## src/logic/lfp_pkg.sv

```systemverilog
// shared constants and types of the lane transmit framing port
// assumes both ends and the fifo are compiled after this package
package lfp_pkg;
   // ----------------------------------------------------------------
   // data layout
   // ----------------------------------------------------------------
   localparam int LFP_BYTES   = 4;
   localparam int LFP_BYTE_W  = 8;
   localparam int LFP_LANE_W  = 32;
   localparam int LFP_CNT_W   = 8;

   // ----------------------------------------------------------------
   // control characters and per-byte flag patterns
   // ----------------------------------------------------------------
   localparam logic [7:0] LFP_K_COMMA    = 8'hbc;
   localparam logic [7:0] LFP_K_MF_START = 8'h1c;
   localparam logic [7:0] LFP_K_MF_END   = 8'h7c;
   localparam logic [7:0] LFP_BYTE_ZERO  = 8'h00;
   localparam logic [3:0] LFP_FLAGS_ALL  = 4'hf;
   localparam logic [3:0] LFP_FLAGS_NONE = 4'h0;
   localparam logic [3:0] LFP_POS_NONE   = 4'h0;
   localparam logic [3:0] LFP_POS_BYTE0  = 4'h1;

   // ----------------------------------------------------------------
   // configuration defaults
   // ----------------------------------------------------------------
   localparam int LFP_LANES         = 2;
   localparam int LFP_F             = 2;
   localparam int LFP_K             = 16;
   localparam int LFP_DIV           = 1;
   localparam int LFP_SUBCLASS      = 1;
   localparam int LFP_ILA_MF        = 4;
   localparam int LFP_FIFO_DEPTH    = 8;
   localparam int LFP_FIFO_MARGIN   = 3;
   localparam int LFP_SYNC_COMMAS   = 4;
   localparam int LFP_SYSREF_PERIOD = 64;

   typedef enum logic [1:0] {
      LFP_ST_SYNC,
      LFP_ST_ILA,
      LFP_ST_DATA
   } lfp_link_state_e;
endpackage

```

## src/logic/lfp_if.sv

```systemverilog
// carrier between the transmit framing port and its user and receiver
// assumes both ends run on one common clock supplied outside
interface lfp_if
   import lfp_pkg::*;
#(
   parameter int LANES = LFP_LANES
);
   logic                          data_clk_en;
   logic                          data_rst_b;
   logic [LANES*LFP_LANE_W-1:0]   tdata;
   logic                          tvalid;
   logic                          tready;
   logic [LFP_BYTES-1:0]          frame_first_byte_pos;
   logic [LFP_BYTES-1:0]          multiframe_first_byte_pos;
   logic                          sysref;
   logic                          sync_b;
   logic [LANES*LFP_LANE_W-1:0]   serdes_lane_word;
   logic [LANES*LFP_BYTES-1:0]    serdes_control_char_flags;

   modport dev (
      output data_clk_en, data_rst_b, tready, frame_first_byte_pos,
             multiframe_first_byte_pos, serdes_lane_word, serdes_control_char_flags,
      input  tdata, tvalid, sysref, sync_b
   );
   modport host (
      input  data_clk_en, data_rst_b, tready, frame_first_byte_pos,
             multiframe_first_byte_pos, serdes_lane_word, serdes_control_char_flags,
      output tdata, tvalid, sysref, sync_b
   );
endinterface

```

## src/logic/lfp_fifo.sv

```systemverilog
// word fifo with valid and ready on both sides and a fill level
// assumes DEPTH is a power of two
module lfp_fifo #(
   parameter int W     = 64,
   parameter int DEPTH = 8
) (
   input  wire logic                       clk,
   input  wire logic                       rst_b,
   input  wire logic                       in_valid,
   output wire logic                       in_ready,
   input  wire logic [W-1:0]               in_data,
   output wire logic                       out_valid,
   input  wire logic                       out_ready,
   output wire logic [W-1:0]               out_data,
   output wire logic [$clog2(DEPTH):0]     level
);
   localparam int AW = $clog2(DEPTH);

   logic [W-1:0] mem [DEPTH];
   logic [AW:0]  wr_q;
   logic [AW:0]  rd_q;
   logic         push;
   logic         pop;

   assign level     = wr_q - rd_q;
   assign in_ready  = (level != DEPTH[AW:0]);
   assign out_valid = (level != '0);
   assign push      = in_valid && in_ready;
   assign pop       = out_valid && out_ready;
   assign out_data  = mem[rd_q[AW-1:0]];

   always_ff @(posedge clk) begin
      if (push) begin
         mem[wr_q[AW-1:0]] <= in_data;
      end
   end

   always_ff @(posedge clk or negedge rst_b) begin
      if (!rst_b) begin
         wr_q <= '0;
         rd_q <= '0;
      end else begin
         if (push) begin
            wr_q <= wr_q + 1'b1;
         end
         if (pop) begin
            rd_q <= rd_q + 1'b1;
         end
      end
   end
endmodule

```

## src/logic/lfp_tx_dev.sv

```systemverilog
// transmit end of the lane framing port: stream sink, frame indicators,
// link start-up and the per-lane word towards the serialiser
// assumes sysref and sync_b are synchronous to clk
//
// What this block does
// output data clock enable, rate from line
// output active-low data reset, shared by lanes
// source puts lane k at bits 32k up
// serialise each lane word low byte first
// sink drives ready when data is accepted
// frame-start position shown one cycle ahead; here it stands in the cycle the word is taken
// one-hot per byte frame-start encoding
// several frame-start bits when frames are short
// multiframe-start position, same encoding and advance
// one indicator set applies to all lanes
// sysref used only in subclass 1 mode
// one external source makes sysref for both
// receiver holds sync low until commas aligned
// 32 bits and 4 control flags per lane
// commas while sync low, then alignment, data
module lfp_tx_dev
   import lfp_pkg::*;
#(
   parameter int LANES      = LFP_LANES,
   parameter int F          = LFP_F,
   parameter int K          = LFP_K,
   parameter int DIV        = LFP_DIV,
   parameter int SUBCLASS   = LFP_SUBCLASS,
   parameter int ILA_MF     = LFP_ILA_MF,
   parameter int FIFO_DEPTH = LFP_FIFO_DEPTH
) (
   input  wire logic  clk,
   input  wire logic  rst_b,
   lfp_if.dev         lnk,
   output logic       link_up_q
);
   // ----------------------------------------------------------------
   // derived sizes
   // ----------------------------------------------------------------
   localparam int W         = LANES*LFP_LANE_W;
   localparam int MF_WORDS  = (F*K)/LFP_BYTES;
   localparam int ILA_WORDS = ILA_MF*MF_WORDS;
   localparam int LW        = $clog2(FIFO_DEPTH)+1;

   typedef logic [LFP_CNT_W-1:0] lfp_cnt_t;

   localparam lfp_cnt_t DIV_LAST  = lfp_cnt_t'(DIV-1);
   localparam lfp_cnt_t MFW_LAST  = lfp_cnt_t'(MF_WORDS-1);
   localparam lfp_cnt_t ILA_LAST  = lfp_cnt_t'(ILA_WORDS-1);
   localparam logic [LW-1:0] READY_LEVEL = LW'(FIFO_DEPTH-LFP_FIFO_MARGIN);

   // frame-start flag of byte i, set where its frame-octet index is 0, with byte 0 at index fo
   function automatic logic [LFP_BYTES-1:0] frame_starts(input lfp_cnt_t fo);
      logic [LFP_BYTES-1:0] b;
      lfp_cnt_t             p;
      b = '0;
      p = fo;
      for (int i = 0; i < LFP_BYTES; i++) begin
         b[i] = (p == '0);
         p    = (p == lfp_cnt_t'(F-1)) ? '0 : p + 1'b1;
      end
      return b;
   endfunction

   function automatic lfp_cnt_t frame_step(input lfp_cnt_t fo);
      lfp_cnt_t p;
      p = fo;
      for (int i = 0; i < LFP_BYTES; i++) begin
         p = (p == lfp_cnt_t'(F-1)) ? '0 : p + 1'b1;
      end
      return p;
   endfunction

   lfp_link_state_e      state_q;
   lfp_cnt_t             div_q;
   logic                 tick_q;
   logic                 data_rst_b_q;
   logic                 sysref_q;
   logic                 sr_pend_q;
   lfp_cnt_t             lmfc_q;
   lfp_cnt_t             ila_q;
   lfp_cnt_t             ila_w_q;
   lfp_cnt_t             wpos_q;
   lfp_cnt_t             fo_q;
   logic                 tready_q;
   logic [3:0]           sof_q;
   logic [3:0]           somf_q;
   logic [W-1:0]         word_q;
   logic [LANES*4-1:0]   flags_q;
   logic                 accept;
   logic                 drain;
   logic                 f_valid;
   logic [W-1:0]         f_data;
   logic [LW-1:0]        f_level;
   lfp_cnt_t             wpos_d;
   lfp_cnt_t             fo_d;

   // ----------------------------------------------------------------
   // data clock enable and data reset
   // ----------------------------------------------------------------
   always_ff @(posedge clk or negedge rst_b) begin
      if (!rst_b) begin
         div_q  <= '0;
         tick_q <= 1'b0;
      end else if (div_q == DIV_LAST) begin
         div_q  <= '0;
         tick_q <= 1'b1;
      end else begin
         div_q  <= div_q + 1'b1;
         tick_q <= 1'b0;
      end
   end

   // release only once the enable runs, so the user never sees a
   // reset edge without a data tick behind it
   always_ff @(posedge clk or negedge rst_b) begin
      if (!rst_b) begin
         data_rst_b_q <= 1'b0;
      end else if (tick_q) begin
         data_rst_b_q <= 1'b1;
      end
   end

   assign lnk.data_clk_en = tick_q;
   assign lnk.data_rst_b  = data_rst_b_q;

   // ----------------------------------------------------------------
   // sysref and multiframe clock
   // ----------------------------------------------------------------
   // sysref may pulse between ticks, so its edge is held until the next one
   always_ff @(posedge clk or negedge rst_b) begin
      if (!rst_b) begin
         sysref_q  <= 1'b0;
         sr_pend_q <= 1'b0;
      end else begin
         sysref_q <= lnk.sysref;
         if (SUBCLASS == 1 && lnk.sysref && !sysref_q) begin
            sr_pend_q <= 1'b1;
         end else if (tick_q) begin
            sr_pend_q <= 1'b0;
         end
      end
   end

   always_ff @(posedge clk or negedge rst_b) begin
      if (!rst_b) begin
         lmfc_q <= '0;
      end else if (tick_q) begin
         if (sr_pend_q || lmfc_q == MFW_LAST) begin
            lmfc_q <= '0;
         end else begin
            lmfc_q <= lmfc_q + 1'b1;
         end
      end
   end

   // ----------------------------------------------------------------
   // link start-up
   // ----------------------------------------------------------------
   always_ff @(posedge clk or negedge rst_b) begin
      if (!rst_b) begin
         state_q <= LFP_ST_SYNC;
         ila_q   <= '0;
         ila_w_q <= '0;
      end else if (tick_q) begin
         case (state_q)
            LFP_ST_SYNC: begin
               ila_q   <= '0;
               ila_w_q <= '0;
               // leave only on a high request, on the lmfc edge in subclass 1
               if (lnk.sync_b && (SUBCLASS != 1 || lmfc_q == MFW_LAST)) begin
                  state_q <= LFP_ST_ILA;
               end
            end
            LFP_ST_ILA: begin
               ila_q   <= ila_q + 1'b1;
               ila_w_q <= (ila_w_q == MFW_LAST) ? '0 : ila_w_q + 1'b1;
               if (!lnk.sync_b) begin
                  state_q <= LFP_ST_SYNC;
               end else if (ila_q == ILA_LAST) begin
                  state_q <= LFP_ST_DATA;
               end
            end
            LFP_ST_DATA: begin
               if (!lnk.sync_b) begin
                  state_q <= LFP_ST_SYNC;
               end
            end
            default: begin
               state_q <= LFP_ST_SYNC;
            end
         endcase
      end
   end

   always_ff @(posedge clk or negedge rst_b) begin
      if (!rst_b) begin
         link_up_q <= 1'b0;
      end else begin
         link_up_q <= (state_q == LFP_ST_DATA);
      end
   end

   // ----------------------------------------------------------------
   // stream sink and frame position indicators
   // ----------------------------------------------------------------
   assign accept = tick_q && tready_q && lnk.tvalid;

   // the margin covers the word that may land while ready is still high
   always_ff @(posedge clk or negedge rst_b) begin
      if (!rst_b) begin
         tready_q <= 1'b0;
      end else begin
         tready_q <= (state_q == LFP_ST_DATA) && (f_level <= READY_LEVEL);
      end
   end

   always_comb begin
      wpos_d = wpos_q;
      fo_d   = fo_q;
      if (state_q != LFP_ST_DATA) begin
         wpos_d = '0;
         fo_d   = '0;
      end else if (accept) begin
         wpos_d = (wpos_q == MFW_LAST) ? '0 : wpos_q + 1'b1;
         fo_d   = frame_step(fo_q);
      end
   end

   // indicators always describe the next word to be accepted, so they
   // stand from the cycle after the previous word is taken until that word is taken
   always_ff @(posedge clk or negedge rst_b) begin
      if (!rst_b) begin
         wpos_q <= '0;
         fo_q   <= '0;
         sof_q  <= LFP_POS_NONE;
         somf_q <= LFP_POS_NONE;
      end else begin
         wpos_q <= wpos_d;
         fo_q   <= fo_d;
         sof_q  <= frame_starts(fo_d);
         somf_q <= (wpos_d == '0) ? LFP_POS_BYTE0 : LFP_POS_NONE;
      end
   end

   // one set for every lane slice of tdata
   assign lnk.tready                    = tready_q;
   assign lnk.frame_first_byte_pos      = sof_q;
   assign lnk.multiframe_first_byte_pos = somf_q;

   lfp_fifo #(
      .W     (W),
      .DEPTH (FIFO_DEPTH)
   ) u_fifo (
      .clk       (clk),
      .rst_b     (rst_b),
      .in_valid  (accept),
      .in_ready  (),
      .in_data   (lnk.tdata),
      .out_valid (f_valid),
      .out_ready (drain),
      .out_data  (f_data),
      .level     (f_level)
   );

   // ----------------------------------------------------------------
   // word towards the serialiser
   // ----------------------------------------------------------------
   assign drain = tick_q && (state_q == LFP_ST_DATA);

   // an empty fifo in data state sends zero bytes: the source must keep up
   always_ff @(posedge clk or negedge rst_b) begin
      if (!rst_b) begin
         word_q  <= '0;
         flags_q <= '0;
      end else if (tick_q) begin
         for (int l = 0; l < LANES; l++) begin
            for (int i = 0; i < LFP_BYTES; i++) begin
               // byte 0 in the low bits goes out first
               case (state_q)
                  LFP_ST_SYNC: begin
                     word_q[l*LFP_LANE_W+i*LFP_BYTE_W +: LFP_BYTE_W] <= LFP_K_COMMA;
                     flags_q[l*LFP_BYTES+i] <= 1'b1;
                  end
                  LFP_ST_ILA: begin
                     if (ila_w_q == '0 && i == 0) begin
                        word_q[l*LFP_LANE_W+i*LFP_BYTE_W +: LFP_BYTE_W] <= LFP_K_MF_START;
                        flags_q[l*LFP_BYTES+i] <= 1'b1;
                     end else if (ila_w_q == MFW_LAST && i == LFP_BYTES-1) begin
                        word_q[l*LFP_LANE_W+i*LFP_BYTE_W +: LFP_BYTE_W] <= LFP_K_MF_END;
                        flags_q[l*LFP_BYTES+i] <= 1'b1;
                     end else begin
                        word_q[l*LFP_LANE_W+i*LFP_BYTE_W +: LFP_BYTE_W] <=
                           LFP_BYTE_W'({ila_q, 2'(i)});
                        flags_q[l*LFP_BYTES+i] <= 1'b0;
                     end
                  end
                  default: begin
                     word_q[l*LFP_LANE_W+i*LFP_BYTE_W +: LFP_BYTE_W] <= f_valid ?
                        f_data[l*LFP_LANE_W+i*LFP_BYTE_W +: LFP_BYTE_W] : LFP_BYTE_ZERO;
                     flags_q[l*LFP_BYTES+i] <= 1'b0;
                  end
               endcase
            end
         end
      end
   end

   assign lnk.serdes_lane_word          = word_q;
   assign lnk.serdes_control_char_flags = flags_q;
endmodule

```

## src/flat_wrapper.sv

```systemverilog
// flat-port wrapper written by rule: the top's interface ports become plain ports
module lfp_tx_dev_flat import lfp_pkg::*;
#(
   parameter int LANES      = LFP_LANES,
   parameter int F          = LFP_F,
   parameter int K          = LFP_K,
   parameter int DIV        = LFP_DIV,
   parameter int SUBCLASS   = LFP_SUBCLASS,
   parameter int ILA_MF     = LFP_ILA_MF,
   parameter int FIFO_DEPTH = LFP_FIFO_DEPTH
)
  (clk, rst_b, link_up_q, lnk_data_clk_en, lnk_data_rst_b, lnk_tready, lnk_frame_first_byte_pos, lnk_multiframe_first_byte_pos, lnk_serdes_lane_word, lnk_serdes_control_char_flags, lnk_tdata, lnk_tvalid, lnk_sysref, lnk_sync_b);
  lfp_if #(.LANES(LANES)) lnk_i ();
  input  wire logic clk;
  input  wire logic rst_b;
  output logic link_up_q;
  output wire logic [$bits(lnk_i.data_clk_en)-1:0] lnk_data_clk_en;
  output wire logic [$bits(lnk_i.data_rst_b)-1:0] lnk_data_rst_b;
  output wire logic [$bits(lnk_i.tready)-1:0] lnk_tready;
  output wire logic [$bits(lnk_i.frame_first_byte_pos)-1:0] lnk_frame_first_byte_pos;
  output wire logic [$bits(lnk_i.multiframe_first_byte_pos)-1:0] lnk_multiframe_first_byte_pos;
  output wire logic [$bits(lnk_i.serdes_lane_word)-1:0] lnk_serdes_lane_word;
  output wire logic [$bits(lnk_i.serdes_control_char_flags)-1:0] lnk_serdes_control_char_flags;
  input wire logic [$bits(lnk_i.tdata)-1:0] lnk_tdata;
  input wire logic [$bits(lnk_i.tvalid)-1:0] lnk_tvalid;
  input wire logic [$bits(lnk_i.sysref)-1:0] lnk_sysref;
  input wire logic [$bits(lnk_i.sync_b)-1:0] lnk_sync_b;
  assign lnk_data_clk_en = lnk_i.data_clk_en;
  assign lnk_data_rst_b = lnk_i.data_rst_b;
  assign lnk_tready = lnk_i.tready;
  assign lnk_frame_first_byte_pos = lnk_i.frame_first_byte_pos;
  assign lnk_multiframe_first_byte_pos = lnk_i.multiframe_first_byte_pos;
  assign lnk_serdes_lane_word = lnk_i.serdes_lane_word;
  assign lnk_serdes_control_char_flags = lnk_i.serdes_control_char_flags;
  assign lnk_i.tdata = lnk_tdata;
  assign lnk_i.tvalid = lnk_tvalid;
  assign lnk_i.sysref = lnk_sysref;
  assign lnk_i.sync_b = lnk_sync_b;
  lfp_tx_dev #(.LANES(LANES), .F(F), .K(K), .DIV(DIV), .SUBCLASS(SUBCLASS), .ILA_MF(ILA_MF), .FIFO_DEPTH(FIFO_DEPTH)) u_core (.clk(clk), .rst_b(rst_b), .lnk(lnk_i), .link_up_q(link_up_q));
endmodule
```

## config.mk

```make
export PLATFORM = sky130hd
export DESIGN_NAME = lfp_tx_dev_flat
export DESIGN_NICKNAME = d
export VERILOG_FILES = /design/src/logic/lfp_pkg.sv /design/src/logic/lfp_if.sv /design/src/logic/lfp_fifo.sv /design/src/logic/lfp_tx_dev.sv /design/src/flat_wrapper.sv
export SDC_FILE = /design/constraint.sdc
export NUM_CORES = 1
export LEC_CHECK = 0
export ABC_AREA = 1
export BUFFER_PORTS_ARGS = -buffer_cell sky130_fd_sc_hd__buf_2
export CAP_MARGIN = 5
export CORE_MARGIN = 5
export CORE_UTILIZATION = 55
export CTS_CLUSTER_SIZE = 28
export DETAILED_ROUTE_END_ITERATION = 16
export HOLD_SLACK_MARGIN = 0.15
export PLACE_DENSITY = 0.79
export REMOVE_ABC_BUFFERS = 1
export SYNTH_ARGS = -nofsm -noshare
export SYNTH_HDL_FRONTEND = slang
export SYNTH_SLANG_ARGS = --single-unit
```

## constraint.sdc

```tcl
create_clock -name clk -period 8.3 [get_ports clk]
set_input_delay 0.83 -clock clk [delete_from_list [all_inputs] [get_ports clk]]
set_output_delay 0.83 -clock clk [all_outputs]
set_load 0.02 [all_outputs]
```

==> metrics.log <==
[metrics] Cell Area, Synth: 0.02707 mm2
[metrics] Slew HR: 0.1849
[metrics] count of pins over their slew limit: 0
[metrics] routed wire length on met3: 6656 um
[metrics] global-route wire length before repair: 104,800 um
[metrics] data arrival time at the worst-slack endpoint: 6.09 ns
[metrics] number of warnings reported in the yosys synthesis log: 0
[metrics] Avg Synthesized Cell Area: 11.66 um2
[metrics] worst supply voltage drop on vdd: 0.2722 mV
[metrics] capture point of the worst reg-to-reg path: u_core.lnk.frame_first_byte_pos[3]$_DFF_PN0_
[metrics] ANT nets after route: 0
[metrics] setup TNS after final layout: 0 ns
[metrics] final weighted congestion in routability-driven placement: 0.8830
[metrics] clock latency at the later pin of the worst-skew pair: 0.63 ns
[metrics] instance count of the mapped netlist: 2,322
[metrics] CP startpoint kind: register
[metrics] Final Hold Vio Count: 0
[metrics] number of ports placed on the die boundary: 153
[metrics] largest net degree at the start of global routing: 147
[metrics] unique cell type count in the Yosys netlist: 54
[metrics] logic depth of the worst register-to-register path: 41
[metrics] result of the run: finished, final reports clean
[metrics] largest stage delay on the critical path: 0.44 ns
[metrics] cts bufs inserted: 60
[metrics] worst min-delay path class: in2reg
[metrics] length of routed met2 wiring: 32,630 um
[metrics] final wirelength: 68,440 um
[metrics] Max Clock Freq: 0.1807 GHz
[metrics] drt first-iter violations: 2,338
[metrics] Post-CTS Setup Repair Bufs: 0
[metrics] proportion of synthesized chip area in sequential cells: 0.6937
[metrics] classification of the worst setup path: reg2reg
[metrics] kind of end point of the critical path: register
[metrics] die footprint: 0.05375 mm2
[metrics] All-Layer GR Usage: 0.2492
[metrics] wire length on met1: 26,490 um
[metrics] time the final worst path needs with I/O delays and setup: 5.535 ns
[metrics] power per cell area: 319.1 mW/mm2
[metrics] Initial Util: 0.5541
[metrics] reg-to-reg slack, setup: 2.77 ns
[metrics] via count of the first global-routing pass: 18,900
[metrics] cell count of the worst hold path: 1
[metrics] ratio of routed vias to standard cells: 6.032
[metrics] area growth from synthesis to layout: 13.07%
[metrics] vias post-DR: 19,070
[metrics] clock tree from TritonCTS: yes
[metrics] total gr overflow: 0
[metrics] Final Skew: 0.01478 ns
[metrics] mean routed wirelength per cell: 21.65 um
[metrics] static leakage power: 11.45 nW
[metrics] worst path required time: 8.86 ns
[metrics] antenna violations before repair: 15
[metrics] CTS Buffer Depth: 3
[metrics] sum of internal, switching and leakage power: 0.009768 W
[metrics] CTS hold repair buffers: 0
[metrics] maximum fanout count along the critical path: 8
[metrics] clock net sink count: 648
[metrics] H-tree Lvls: 2
[metrics] net count reported at finish: 2,539
[metrics] layout cells sized above 1: 0.1386
[metrics] area of the core: 0.04885 mm2
[metrics] CTS root buffer: clkbuf_16
[metrics] # resized after CTS: 0
[metrics] worst flop-to-flop path startpoint: u_core.fo_q[1]$_DFF_PN0_
[metrics] Post-route DRC: 0
[metrics] portion of the clock cycle consumed by the worst path in the final layout: 0.6668
[metrics] die width: 231.9 um
[metrics] height of the die: 231.9 um
[metrics] hold path start: lnk_sysref
[metrics] Top Layer Used: met5
[metrics] number of storage elements in the synthesis netlist: 648
[metrics] worst min-delay path endpoint: u_core.sysref_q$_DFF_PN0_
[metrics] total half-perimeter wirelength after legalization and detailed placement: 37,910 um
[metrics] Initial DRT Pass Iterations: 6
[metrics] setup repair after global routing missed its margin: false
[metrics] critical path's slowest cell: dfrtp_1
[metrics] max-capacitance violation count: 0
[metrics] CP delay by family, top: simple AND/OR/NAND/NOR gates
[metrics] number of core rows: 81
[metrics] clock transition at the registers of the reported paths: 0.06 ns
[metrics] count of buffers inserted at the top-level ports: 149
[metrics] pin slew with the least headroom to its limit: 1.223 ns
[metrics] sum of buffers and inverters on the critical path: 9
[metrics] Setup-failing EPs final: 0
==> synthesized netlist by cell type (all sizes together) <==
library cell  number  share of area
buf               25         0.0050
o32ai              2        0.00065
a22o               1        0.00032
a2111oi            1        0.00032
o21ai            222          0.041
nand2            380          0.055
a221o              1        0.00037
nand3b             2        0.00055
o311ai             4         0.0013
a21o               2        0.00055
and3               2        0.00046
dfrtp            136           0.13
a32oi              3        0.00097
clkinv             2        0.00028
or2                4        0.00092
a21oi            117          0.022
a211oi             1        0.00028
ha                32          0.015
o21a               1        0.00028
nand4             33         0.0076
a21boi             2         0.0011
o31ai              8         0.0022
a31oi              1        0.00023
o22ai             23         0.0053
o211ai            16         0.0044
clkbuf            98          0.014
o21bai             4         0.0012
nor2             327          0.047
o221ai            58          0.019
conb               1        0.00014
xor2              17         0.0058
a32o              25         0.0092
xnor2              5         0.0016
nor4               8         0.0018
fa                 1        0.00074
edfxtp           512           0.57
inv              138          0.019
nor3b              4         0.0011
nor3              15         0.0028
nand3             88          0.018
==> cell usage in the layout (no fill, tap or decap), drive strengths merged, types with 2 or more instances in the layout <==
cell type and instances:
a21boi 2, a21o 2, a21oi 117, a32o 25, a32oi 3, and3 2
buf 174, bufinv 11, clkbuf 77, clkinv 20, clkinvlp 6, conb 3
dfrtp 136, diode 8, edfxtp 512, ha 32, inv 140, nand2 380
nand3 88, nand3b 2, nand4 33, nor2 327, nor3 15, nor3b 4
nor4 8, o211ai 16, o21ai 222, o21bai 4, o221ai 58, o22ai 23
o311ai 4, o31ai 8, o32ai 2, or2 4, xnor2 5, xor2 17
==> state kept, by name, summed over array words and instances, names as in the netlist, 8 cells and up <==
name and flops:
u_core.lmfc_q 8, u_core.ila_q 8, u_core.lnk.serdes_lane_word 64, u_core.div_q 8, u_core.ila_w_q 8, u_core.fo_q 8
u_core.wpos_q 8, u_core.u_fifo.mem 512
==> per-stage QoR <==
step	cell area, um2	instances	hold WS, ns	worst slack [ns]	utilization
final	30610	3161	0.3383	2.765	0.6266
after global routing	30600	3157	0.3229	2.142	0.6264
after CTS	30590	3153	0.3116	2.805	0.6261
after detailed placement	28420	3039	0.4441	2.849	0.5818
after global placement	28420	3039	0.4276	3.001	0.5818
after floorplan	26570	2201	0.4103	-1.617	-
==> cells by family after synthesis <==
| family | Yosys count | share of synthesized area |
|---|---|---|
| simple gates | 863 | 0.1347 |
| other cells | 1 | 0.0001385 |
| buf+inv | 263 | 0.03799 |
| compound gates | 492 | 0.1106 |
| xor+xnor | 22 | 0.007395 |
| fa+ha+maj | 33 | 0.01553 |
| flops | 648 | 0.6937 |
==> area by class of cell <==
cell class / instances / area (um2)
diodes: 8 / 20.02
clock buffers: 77 / 1635
flip-flops and latches: 648 / 18790
fillers: 3574 / 18240
clock inverters: 37 / 530.5
inverters: 140 / 531.8
repair buffers: 174 / 939.7
multi-input cells: 1413 / 7333
well taps: 664 / 830.8
==> routing by layer <==
metal  vias to the layer above  track usage
li1                       8497            -
met1                      9343       0.3350
met2                      1037       0.4057
met3                       175      0.04732
met4                        14       0.1008
met5                         -            0
==> worst max path at each step <==
stage	startpoint	end	slack (ns)	cells past startpoint
floorplan	u_core.u_fifo.rd_q[0]$_DFFE_PN0P_	u_core.lnk.serdes_lane_word[18]$_DFFE_PN0P_	-1.62	4
global placement	u_core.fo_q[1]$_DFF_PN0_	u_core.lnk.frame_first_byte_pos[3]$_DFF_PN0_	3.00	41
detailed placement	u_core.fo_q[1]$_DFF_PN0_	u_core.lnk.frame_first_byte_pos[3]$_DFF_PN0_	2.85	41
CTS	u_core.fo_q[1]$_DFF_PN0_	u_core.lnk.frame_first_byte_pos[3]$_DFF_PN0_	2.81	41
global route	u_core.fo_q[1]$_DFF_PN0_	u_core.lnk.frame_first_byte_pos[3]$_DFF_PN0_	2.14	41
finish	u_core.fo_q[1]$_DFF_PN0_	u_core.lnk.frame_first_byte_pos[3]$_DFF_PN0_	2.77	41
==> power breakdown <==
part           switching, W  total (W)  internal, W  leakage [nW]
combinational       0.00200    0.00280     0.000796          4.11
sequential         0.000243    0.00401      0.00377          6.30
clock               0.00121    0.00296      0.00175          1.04
total               0.00345    0.00977      0.00632          11.5
Power figures use the tool's default switching activity.
